$ cat config.mk
export PLATFORM = sky130hd
export DESIGN_NAME = cbs_sequencer
export DESIGN_NICKNAME = d
export VERILOG_FILES = /design/src/cbs_tick_gen.v /design/src/cbs_sequencer.v
export VERILOG_INCLUDE_DIRS = /design/src
export SDC_FILE = /design/constraint.sdc
export NUM_CORES = 1
export LEC_CHECK = 0
export BUFFER_PORTS_ARGS = -buffer_cell sky130_fd_sc_hd__buf_2
export CAP_MARGIN = 20
export CORE_MARGIN = 3
export CORE_UTILIZATION = 45
export CTS_CLUSTER_SIZE = 25
export DETAILED_ROUTE_END_ITERATION = 10
export HOLD_SLACK_MARGIN = 0.06
export PLACE_DENSITY = 0.65
export SLEW_MARGIN = 0
export SYNTH_ARGS = -nofsm -noshare
export SYNTH_HDL_FRONTEND = slang
export SYNTH_SLANG_ARGS = --single-unit
$ cat constraint.sdc
create_clock -name core_clk -period 5.5 [get_ports core_clk]
set_input_delay 0.55 -clock core_clk [delete_from_list [all_inputs] [get_ports core_clk]]
set_output_delay 0.55 -clock core_clk [all_outputs]
set_load 0.02 [all_outputs]
$ cat src/cbs_defines.vh
// What this block does
// - a cell with timer zero is never balanced in the cycle started next
// - start command samples all configuration; later changes ignored until next start
// - running flag holds through whole cycle incl. hold; clears when complete sets
// - duty zero: cell done on timer expiry or voltage; switch off, others continue
// - non-duty: first bank finishes, then second bank if selected, then complete
// - zero-timer cell in a selected bank gets done bit right after start
// - single bank order: only that bank's done bits update; others cleared at start
// - nonzero duty with two-bank order: bank-switch timer alternates banks each period until all done
// - duty mode: a finished bank is skipped, stay on unfinished bank
// - hold freezes machine and timers, switches off, hold status set
// - faults ignored while held; policy applied on release if fault remains
// - manual apply turns on selected cells unless two adjacent cells are chosen
// - manual apply ignored while running unless held; latched on rising edge when not running or held
// - switch-check enable gates comparator flag; flag valid within 2.5 ms
// - low-cell flag reported; host treats switch check result as invalid
// - open-wire sinks on pins 1-6 and source on pin 0 enabled by control
// - cell timer accepts 0 (no balancing) up to 127 units
// - abort on fault set: unmasked fault ends balancing, aborted flag set
`ifndef CBS_DEFINES_VH
`define CBS_DEFINES_VH
`define CBS_SEQ_ODD_ONLY   2'h0
`define CBS_SEQ_EVEN_ONLY  2'h1
`define CBS_SEQ_ODD_EVEN   2'h2
`define CBS_SEQ_EVEN_ODD   2'h3
`define CBS_ODD_MASK       6'h15
`define CBS_EVEN_MASK      6'h2A
`define CBS_TIMER_W        7
`define CBS_CLK_NS         5
`define CBS_SEC_NS         1000000000
`define CBS_SEC_CYC        (`CBS_SEC_NS / `CBS_CLK_NS)
`define CBS_MIN_SEC        60
`define CBS_CHECK_US       2500
`define CBS_CHECK_CYC      ((`CBS_CHECK_US * 1000 + `CBS_CLK_NS - 1) / `CBS_CLK_NS)
`endif

$ cat src/cbs_tick_gen.v
`timescale 1ns/1ps
`include "cbs_defines.vh"
module cbs_tick_gen #(
    parameter SEC_CYC = `CBS_SEC_CYC
) (
    core_clk,
    sys_rst,
    run,
    unit_min,
    tick
);
    input  wire core_clk;
    input  wire sys_rst;
    input  wire run;
    input  wire unit_min;
    output reg  tick;

    reg [31:0] cyc_q;
    reg [5:0]  sec_q;
    wire       sec_end;

    assign sec_end = (cyc_q == SEC_CYC - 1);

    // shared time base for the cell timers and the duty timer
    always @(posedge core_clk) begin
        if (sys_rst) begin
            cyc_q <= 32'h0;
            sec_q <= 6'h0;
            tick  <= 1'b0;
        end else if (!run) begin
            tick <= 1'b0;
        end else begin
            tick <= 1'b0;
            if (sec_end) begin
                cyc_q <= 32'h0;
                if (!unit_min) begin
                    tick <= 1'b1;
                end else if (sec_q == `CBS_MIN_SEC - 1) begin
                    sec_q <= 6'h0;
                    tick  <= 1'b1;
                end else begin
                    sec_q <= sec_q + 6'h1;
                end
            end else begin
                cyc_q <= cyc_q + 32'h1;
            end
        end
    end
endmodule

$ cat src/cbs_sequencer.v
`timescale 1ns/1ps
`include "cbs_defines.vh"
module cbs_sequencer #(
    parameter SEC_CYC   = `CBS_SEC_CYC,
    parameter CHECK_CYC = `CBS_CHECK_CYC
) (
    core_clk,
    sys_rst,
    start_balancing,
    cell1_timer,
    cell2_timer,
    cell3_timer,
    cell4_timer,
    cell5_timer,
    cell6_timer,
    time_unit_min,
    bank_order_select,
    duty,
    abort_on_fault,
    cell_voltage_done,
    fault_unmasked,
    balancing_hold,
    manual_cell_select,
    manual_switch_apply,
    switch_check_enable,
    switch_check_raw,
    low_cell_raw,
    open_wire_ctrl_in,
    switch_state,
    cell_done,
    aborted_by_fault,
    balancing_running,
    balancing_complete,
    balancing_paused,
    switch_check_flags,
    low_cell_flags,
    open_wire_sink_en,
    open_wire_source_en
);
    input  wire       core_clk;
    input  wire       sys_rst;
    input  wire       start_balancing;
    input  wire [6:0] cell1_timer;
    input  wire [6:0] cell2_timer;
    input  wire [6:0] cell3_timer;
    input  wire [6:0] cell4_timer;
    input  wire [6:0] cell5_timer;
    input  wire [6:0] cell6_timer;
    input  wire       time_unit_min;
    input  wire [1:0] bank_order_select;
    input  wire [6:0] duty;
    input  wire       abort_on_fault;
    input  wire [5:0] cell_voltage_done;
    input  wire       fault_unmasked;
    input  wire       balancing_hold;
    input  wire [5:0] manual_cell_select;
    input  wire       manual_switch_apply;
    input  wire [5:0] switch_check_enable;
    input  wire [5:0] switch_check_raw;
    input  wire [5:0] low_cell_raw;
    input  wire [6:0] open_wire_ctrl_in;
    output reg  [5:0] switch_state;
    output reg  [5:0] cell_done;
    output reg        aborted_by_fault;
    output reg        balancing_running;
    output reg        balancing_complete;
    output reg        balancing_paused;
    output reg  [5:0] switch_check_flags;
    output reg  [5:0] low_cell_flags;
    output reg  [5:0] open_wire_sink_en;
    output reg        open_wire_source_en;

    localparam ST_IDLE  = 2'h0;
    localparam ST_FIRST = 2'h1;
    localparam ST_SEC   = 2'h2;
    localparam ST_DUTY  = 2'h3;

    reg [1:0]  state_q;
    reg [41:0] timer_q;
    reg [5:0]  bank_sel_q;
    reg [1:0]  order_q;
    reg [6:0]  duty_q;
    reg [6:0]  duty_cnt_q;
    reg        unit_q;
    reg        fstop_q;
    reg        on_odd_q;
    reg        apply_q;
    reg        manual_on_q;
    reg [5:0]  manual_sel_q;
    reg [5:0]  chk_en_q;
    reg [31:0] chk_cnt_q;
    wire       tick;
    wire       run_timers;
    wire [5:0] active_bank;
    wire [5:0] odd_left;
    wire [5:0] even_left;
    integer    i;

    function adjacent;
        input [5:0] sel;
        begin
            adjacent = |(sel[4:0] & sel[5:1]);
        end
    endfunction

    function [5:0] zero_cells;
        input [41:0] t;
        integer k;
        begin
            zero_cells = 6'h0;
            for (k = 0; k < 6; k = k + 1) begin
                zero_cells[k] = (t[k*7 +: 7] == 7'h0);
            end
        end
    endfunction

    assign run_timers = (state_q != ST_IDLE) && !balancing_hold;
    assign odd_left   = `CBS_ODD_MASK & bank_sel_q & ~cell_done;
    assign even_left  = `CBS_EVEN_MASK & bank_sel_q & ~cell_done;
    assign active_bank = on_odd_q ? `CBS_ODD_MASK : `CBS_EVEN_MASK;

    cbs_tick_gen #(
        .SEC_CYC (SEC_CYC)
    ) u_tick (
        .core_clk (core_clk),
        .sys_rst  (sys_rst),
        .run      (run_timers),
        .unit_min (unit_q),
        .tick     (tick)
    );

    always @(posedge core_clk) begin
        if (sys_rst) begin
            state_q            <= ST_IDLE;
            timer_q            <= 42'h0;
            bank_sel_q         <= 6'h0;
            order_q            <= 2'h0;
            duty_q             <= 7'h0;
            duty_cnt_q         <= 7'h0;
            unit_q             <= 1'b0;
            fstop_q            <= 1'b0;
            on_odd_q           <= 1'b1;
            cell_done          <= 6'h0;
            aborted_by_fault   <= 1'b0;
            balancing_running  <= 1'b0;
            balancing_complete <= 1'b0;
        end else if (start_balancing) begin
            timer_q <= {cell6_timer, cell5_timer, cell4_timer,
                        cell3_timer, cell2_timer, cell1_timer};
            order_q <= bank_order_select;
            duty_q  <= duty;
            unit_q  <= time_unit_min;
            fstop_q <= abort_on_fault;
            case (bank_order_select)
                `CBS_SEQ_ODD_ONLY:  bank_sel_q <= `CBS_ODD_MASK;
                `CBS_SEQ_EVEN_ONLY: bank_sel_q <= `CBS_EVEN_MASK;
                default:            bank_sel_q <= 6'h3F;
            endcase
            on_odd_q <= (bank_order_select != `CBS_SEQ_EVEN_ONLY) &&
                        (bank_order_select != `CBS_SEQ_EVEN_ODD);
            duty_cnt_q <= 7'h0;
            cell_done  <= 6'h0;
            aborted_by_fault   <= 1'b0;
            balancing_complete <= 1'b0;
            balancing_running  <= 1'b1;
            state_q <= (duty != 7'h0 && bank_order_select[1]) ?
                       ST_DUTY : ST_FIRST;
        end else if (run_timers) begin
            // fault seen only when not held
            if (fstop_q && fault_unmasked) begin
                aborted_by_fault   <= 1'b1;
                balancing_complete <= 1'b1;
                balancing_running  <= 1'b0;
                state_q            <= ST_IDLE;
            end else begin
                cell_done <= cell_done |
                             (bank_sel_q & zero_cells(timer_q));
                for (i = 0; i < 6; i = i + 1) begin
                    if (active_bank[i] && bank_sel_q[i] && !cell_done[i]) begin
                        if (cell_voltage_done[i] ||
                            (tick && timer_q[i*7 +: 7] == 7'h1)) begin
                            cell_done[i] <= 1'b1;
                        end
                        if (tick && timer_q[i*7 +: 7] != 7'h0) begin
                            timer_q[i*7 +: 7] <= timer_q[i*7 +: 7] - 7'h1;
                        end
                    end
                end
                case (state_q)
                    ST_FIRST: begin
                        if ((on_odd_q ? odd_left : even_left) == 6'h0) begin
                            if (order_q[1]) begin
                                on_odd_q <= !on_odd_q;
                                state_q  <= ST_SEC;
                            end else begin
                                state_q            <= ST_IDLE;
                                balancing_complete <= 1'b1;
                                balancing_running  <= 1'b0;
                            end
                        end
                    end
                    ST_SEC: begin
                        if ((on_odd_q ? odd_left : even_left) == 6'h0) begin
                            state_q            <= ST_IDLE;
                            balancing_complete <= 1'b1;
                            balancing_running  <= 1'b0;
                        end
                    end
                    ST_DUTY: begin
                        if ((odd_left | even_left) == 6'h0) begin
                            state_q            <= ST_IDLE;
                            balancing_complete <= 1'b1;
                            balancing_running  <= 1'b0;
                        end else if ((on_odd_q ? odd_left : even_left)
                                     == 6'h0) begin
                            on_odd_q   <= !on_odd_q;
                            duty_cnt_q <= 7'h0;
                        end else if (tick) begin
                            if (duty_cnt_q == duty_q - 7'h1) begin
                                duty_cnt_q <= 7'h0;
                                if ((on_odd_q ? even_left : odd_left)
                                    != 6'h0) begin
                                    on_odd_q <= !on_odd_q;
                                end
                            end else begin
                                duty_cnt_q <= duty_cnt_q + 7'h1;
                            end
                        end
                    end
                    default: state_q <= ST_IDLE;
                endcase
            end
        end
    end

    // manual switch control
    always @(posedge core_clk) begin
        if (sys_rst) begin
            apply_q      <= 1'b0;
            manual_on_q  <= 1'b0;
            manual_sel_q <= 6'h0;
        end else begin
            apply_q <= manual_switch_apply;
            if (!manual_switch_apply) begin
                manual_on_q <= 1'b0;
            end else if (!apply_q &&
                         (!balancing_running || balancing_hold)) begin
                manual_on_q  <= !adjacent(manual_cell_select);
                manual_sel_q <= manual_cell_select;
            end
            if (start_balancing) begin
                manual_on_q <= 1'b0;
            end
        end
    end

    // switch outputs and status
    always @(posedge core_clk) begin
        if (sys_rst) begin
            switch_state     <= 6'h0;
            balancing_paused <= 1'b0;
        end else begin
            balancing_paused <= balancing_hold && balancing_running;
            if (run_timers && !start_balancing &&
                !(fstop_q && fault_unmasked)) begin
                switch_state <= active_bank & bank_sel_q & ~cell_done &
                                ~zero_cells(timer_q) &
                                ~cell_voltage_done;
            end else if (manual_on_q) begin
                switch_state <= manual_sel_q;
            end else begin
                switch_state <= 6'h0;
            end
        end
    end

    // switch check and open-wire diagnostics
    always @(posedge core_clk) begin
        if (sys_rst) begin
            chk_en_q            <= 6'h0;
            chk_cnt_q           <= 32'h0;
            switch_check_flags  <= 6'h0;
            low_cell_flags      <= 6'h0;
            open_wire_sink_en   <= 6'h0;
            open_wire_source_en <= 1'b0;
        end else begin
            chk_en_q <= switch_check_enable;
            if (switch_check_enable != chk_en_q) begin
                chk_cnt_q <= 32'h0;
            end else if (chk_cnt_q != CHECK_CYC) begin
                chk_cnt_q <= chk_cnt_q + 32'h1;
            end
            // flags held clear until the comparators settle
            if (chk_cnt_q == CHECK_CYC) begin
                switch_check_flags <= switch_check_enable & switch_check_raw;
            end else begin
                switch_check_flags <= 6'h0;
            end
            low_cell_flags     <= switch_check_enable & low_cell_raw;
            open_wire_sink_en   <= open_wire_ctrl_in[6:1];
            open_wire_source_en <= open_wire_ctrl_in[0];
        end
    end
endmodule

== After elaboration in Yosys (flattened, before gate mapping) ==
Index checks and enable logic that the tools add are counted.

* Bitwise logic cells: 21
* $add $sub $neg: 11
* Reductions and logical operators: 108
* Muxes and demuxes: 74
* Equality and inequality tests: 33

{| class="wikitable"
|+ Operators with widths
! cell !! count
|-
| 2-to-1 mux 42 bit || 3
|-
| 2-to-1 mux 7 bit || 15
|-
| adder 32 x 1 -> 32 bit, second input constant || 2
|-
| nonzero test 7 bit || 7
|-
| subtractor 7 x 1 -> 7 bit, second input constant || 7
|-
| AND 6 bit || 8
|-
| equality test 7 x 1 -> 1 bit, second input constant || 6
|-
| zero test 7 bit || 6
|-
| 2-to-1 mux 1 bit || 36
|-
| 2-to-1 mux 6 bit || 6
|-
| equality test 32 x 19 -> 1 bit, second input constant || 1
|-
| equality test 32 x 28 -> 1 bit, second input constant || 1
|-
| logical AND 1 bit || 32
|-
| 2-to-1 mux 32 bit || 1
|-
| inequality test 32 x 19 -> 1 bit, second input constant || 1
|-
| nonzero test 2 bit || 15
|-
| AND reduction 4 bit || 7
|-
| inequality test 4 bit, second input constant || 6
|-
| inequality test 3 bit, second input constant || 7
|-
| inverter 6 bit || 3
|-
| 2-to-1 mux 2 bit || 8
|-
| zero test 1 bit || 13
|-
| zero test 6 bit || 2
|-
| bitwise OR 6 bit || 2
|-
| other kinds (31) || 52
|}

* Register bits: 189
* Output and inout bits: 35
* Input bits: 96
* Word-level logic and storage cells: 279

== Depth between registers and ports, before layout ==
* Word-level depth: 13
* Mapped depth: 9
* Depth with buffers taken out: 8

== Hierarchy ==
From an unflattened synthesis, not the netlist that was laid out.

* Cells, all modules: 1060
* Area, all modules: 8966.1 sq um

{| class="wikitable"
|+ Modules (own cells, without submodules)
! module !! seq. area each (sq um) !! area an instance (sq um) !! cells each !! instances
|-
| cbs_sequencer || 2902.8 || 7055.5 || 833 || 1
|-
| cbs_tick_gen || 780.7 || 1910.6 || 227 || 1
|}

== Worst setup path before layout ==
No wires, ideal clock.

* Kind: reg-to-reg
* Start: register duty_q[0]
* End: register duty_cnt_q[0]
* Setup slack: 3283 ps
* Period minus slack after synthesis: 2217 ps
* Arrival time: 2090 ps
* Cell stages (with the launch flop): 9
* Setup time: 127 ps
* Path buffers: 0
* Cell sequence: dfxtp_1 > inv_1 > ha_1 > or3b_1 > a2111o_1 > a2111oi_4 > o211ai_2 > o31ai_4 > nor2_1

* Word-level cells in the longest chain between the ends: 5

{| class="wikitable"
|+ Ends and longest elaborated chain
! element !! RTL line !! source
|-
| start, declared || cbs_sequencer.v:82 || <nowiki>reg [6:0] duty_q;</nowiki>
|-
| start signal, assigned || cbs_sequencer.v:151 || <nowiki>duty_q <= duty;</nowiki>
|-
| subtractor 7 x 1 -> 7 bit || cbs_sequencer.v:219 || <nowiki>if (duty_cnt_q == duty_q - 7'h1) begin</nowiki>
|-
| equality test 7 bit || cbs_sequencer.v:219 ||
|-
| 2-to-1 mux 7 bit || cbs_sequencer.v:219 ||
|-
| 2-to-1 mux 7 bit || cbs_sequencer.v:218 || <nowiki>end else if (tick) begin</nowiki>
|-
| 2-to-1 mux 7 bit || cbs_sequencer.v:214 || <nowiki>end else if ((on_odd_q ? odd_left : even_left)</nowiki>
|-
| end signal, assigned || cbs_sequencer.v:226 || <nowiki>duty_cnt_q <= duty_cnt_q + 7'h1;</nowiki>
|-
| end, declared || cbs_sequencer.v:83 || <nowiki>reg [6:0] duty_cnt_q;</nowiki>
|}

Every way passes these cells. The select of a mux whose other input is x is not followed.
A chain may end at the register's enable or synchronous reset.

== Worst setup path in the final report ==
* Start: register duty_q[0]
* End: register duty_cnt_q[2]

Same word-level chain as after synthesis.

==> flow_metrics.env <==
export IMPL_route_final_wire_length_mm=20.4
export IMPL_worstPathRequired_ns=5.81
export IMPL_vias_in_the_first_global_route=7288
export IMPL_core_rowCount=50
export IMPL_gr_total_overflow=0
export IMPL_cts_made_buffers=17
export IMPL_detail_route_antenna_nets=0
export IMPL_critPathKind="reg2reg"
export IMPL_cellLeakagePower_nw=4.05
export IMPL_synth_distinct_cells=75
export IMPL_final_hold_viol_count=0
export IMPL_detailedRoute_firstIterationViolations=424
export IMPL_dominant_cells_by_area_after_synthesis="dfxtp_1 41%, nor2_1 6.2%, xnor2_1 5.5%"
export IMPL_via_count=7493
export IMPL_global_route_usage_met2_pct=31.5
export IMPL_worst_setup_path_startpoint="duty_q[0]$_SDFFE_PP0P_"
export IMPL_synth_yosys_seq_area_share_pct=41.4
export IMPL_cts_root_buffer="clkbuf_16"
export IMPL_r2r_worst_path_cells=8
export IMPL_final_gp_congestion=0.815
export IMPL_globalRoute_busiestLayer="met2"
export IMPL_pin_count=131
export IMPL_fin_util_pct=54.6
export IMPL_power_density_nw_per_um2=291
export IMPL_die_area_um2=21500
export IMPL_timing_slew_headroom_pct=42.4
export IMPL_clock_tree_buffer_depth=2
export IMPL_grt_pass1_wl_mm=34.9
export IMPL_global_route_usage_met1_pct=25.7
export IMPL_final_cycle_share_pct=46.0
export IMPL_synth_common_cells="184 x dfxtp_1, 147 x nor2_1, 95 x nand2_1"
export IMPL_groute_layer_met3_usage_pct=5.31
export IMPL_setup_repair_after_global_routing_missed_its_margin="false"
export IMPL_first_pass_iters=5
export IMPL_cts_sinks=184
export IMPL_syn_area_per_cell_um2=8.62
export IMPL_post_synth_top_area_cell="dfxtp_1"
export IMPL_timing_reg2reg_setup_slack_ns=2.97
export IMPL_yosysMostFrequentCell="dfxtp_1"
export IMPL_tritoncts="yes"
export IMPL_core_area_um2=19100
export IMPL_dominantRegCellSynth="dfxtp_1"
export IMPL_worst_skew_pair_late_latency_ns=0.43
export IMPL_vdd_ir_drop_worst_mv=0.233
export IMPL_ys_ff_latch=184
export IMPL_finalCriticalPeriod_ns=2.53
export IMPL_fp_dieH_um=147
export IMPL_vias_per_cell=5.26
export IMPL_syn_nets=1157
export IMPL_cp_endpoint="duty_cnt_q[2]$_SDFFE_PP0P_"
export IMPL_finalNetCount=1275
export IMPL_max_cap_violations=0
export IMPL_slew_violations=0
export IMPL_worst_pin_slew_ns=0.856
export IMPL_effective_utilization_at_floorplan_pct=46.7
export IMPL_path_clk_slew_ns=0.07
export IMPL_drt_drc=0
export IMPL_detailedPlace_worstSlack_ns=2.64
export IMPL_final_setup_viol_count=0
export IMPL_antennaDiodeCount=0
export IMPL_die_w_um=147
export IMPL_ctsResizeCount=0
export IMPL_area_delta_synth_final_pct=17.0
export IMPL_cts_post_setup_buffers_inserted=0
export IMPL_timing_hold_worst_start="low_cell_raw[0]"
export IMPL_syn_instance_count=1033
export IMPL_top_cell_type_s_share_of_synthesized_area_pct=41.4
export IMPL_critical_path_reg2reg_startpoint="duty_q[0]$_SDFFE_PP0P_"
export IMPL_cts_hold_repair_buffers=0
export IMPL_dp_hpwl_mm=14.3
export IMPL_cts_htree_levels=4
export IMPL_critPathArrivalTime_ns=2.84
export IMPL_ys_async_sr_fraction_pct=0
export IMPL_worst_hold_path_type="in2reg"
export IMPL_grt_antenna_before_repair=2
export IMPL_grt_max_degree=58
export IMPL_launching_element_type_of_the_critical_path="register"
export IMPL_fin_setup_tns_ns=0
export IMPL_final_layout_size_suffix_gt1_share_pct=15.9
export IMPL_outcome="finished, final reports clean"
export IMPL_port_buffers=130
export IMPL_detail_route_wl_per_cell_um=14.3
export IMPL_destination_of_the_worst_register_to_register_timing_path="duty_cnt_q[2]$_SDFFE_PP0P_"
export IMPL_finalHoldWorstSlack_ns=0.311
export IMPL_layout_setup_ws_ns=2.97
export IMPL_fmaxAchievable_mhz=395
export IMPL_synthesis_yosys_warnings=0
export IMPL_finClkSkew_ns=0.0107
export IMPL_critical_path_max_fanout=7
export IMPL_end_kind="register"
export IMPL_synthesized_cell_area_um2=8910
export IMPL_synth_enable_flop_cells=0
export IMPL_grt_use_total_pct=19.4
## worst min-delay path by stage
stage                              endpoint  cells after the start  slack (ns)
2_1_floorplan      manual_on_q$_SDFFE_PP0P_                      2        0.44
3_3_place_gp       manual_on_q$_SDFFE_PP0P_                      2        0.46
3_5_place_dp       manual_on_q$_SDFFE_PP0P_                      2        0.46
4_1_cts        low_cell_flags[0]$_SDFF_PP0_                      2        0.30
5_1_grt        low_cell_flags[1]$_SDFF_PP0_                      2        0.29
6_report       low_cell_flags[0]$_SDFF_PP0_                      2        0.31
## power breakdown
part | switching (mW) | internal [mW]
logic | 0.152 | 0.116
clock network | 0.525 | 0.830
registers | 0.0366 | 1.37
## worst max-delay path, cell delays in order (launching register included)
cell,delay (ns)
dfxtp_1,0.36
inv_1,0.09
ha_1,0.24
or3b_1,0.36
a2111o_1,0.45
a2111oi_4,0.21
o211ai_2,0.23
o31ai_4,0.37
nor2_1,0.10
## area by class of cell
cell class / instances / area (um^2)
inverters: 40 / 150
clock inverters: 12 / 198
multi-input cells: 771 / 4880
well taps: 260 / 325
clock buffers: 20 / 457
flip-flops and latches: 184 / 3680
fillers: 1798 / 8660
repair buffers: 137 / 726
## routing by layer
| metal | vias to the layer above | routed length (um) |
|---|---|---|
| met5 | - | 34 |
| met4 | 4 | 214 |
| met3 | 28 | 1170 |
| met2 | 160 | 9400 |
| met1 | 3473 | 9600 |
| li1 | 3828 | - |
## metrics by stage
step / power [mW] / cell area, um^2 / cells
2_1_floorplan: 1.61 / 8910 / 1033
3_3_place_gp: 1.70 / 9740 / 1391
3_5_place_dp: 1.70 / 9740 / 1391
4_1_cts: 3.06 / 10400 / 1423
5_1_grt: 3.16 / 10400 / 1424
6_report: 3.03 / 10400 / 1424
## cell families (layout without fill, tap and decap cells)
group | count (synthesis) | in the layout | share of synthesized area [%]
flops | 184 | 184 | 41.4
mux | 34 | 34 | 3.82
fa+ha+maj | 28 | 28 | 3.93
simple gates | 458 | 458 | 26.0
buf+inv | 78 | 209 | 3.86
xor+xnor | 103 | 103 | 10.1
compound gates | 148 | 148 | 10.9
## cell usage in the layout, fill, tap and decap left out, drive strengths merged, types with 6 or more instances in the layout
master / count
buf: 137
nor2b: 21
nor3: 19
a31oi: 14
inv: 39
ha: 28
and4: 11
a21oi: 50
and3: 12
nand3: 38
nor2: 148
nand4: 33
clkinv: 6
nor4: 22
mux2i: 34
a211oi: 9
nand2: 95
o31a: 6
or3: 15
xor2: 47
o21ai: 30
clkbuf: 20
nand4b: 6
dfxtp: 184
and2: 15
xnor2: 56
## sequential cells by signal (all words and copies together) (netlist names), 7 cells and up
name	count
timer_q	42
chk_cnt_q	32
u_tick.cyc_q	32
duty_cnt_q	7
duty_q	7
Power figures use the tool's default switching activity.
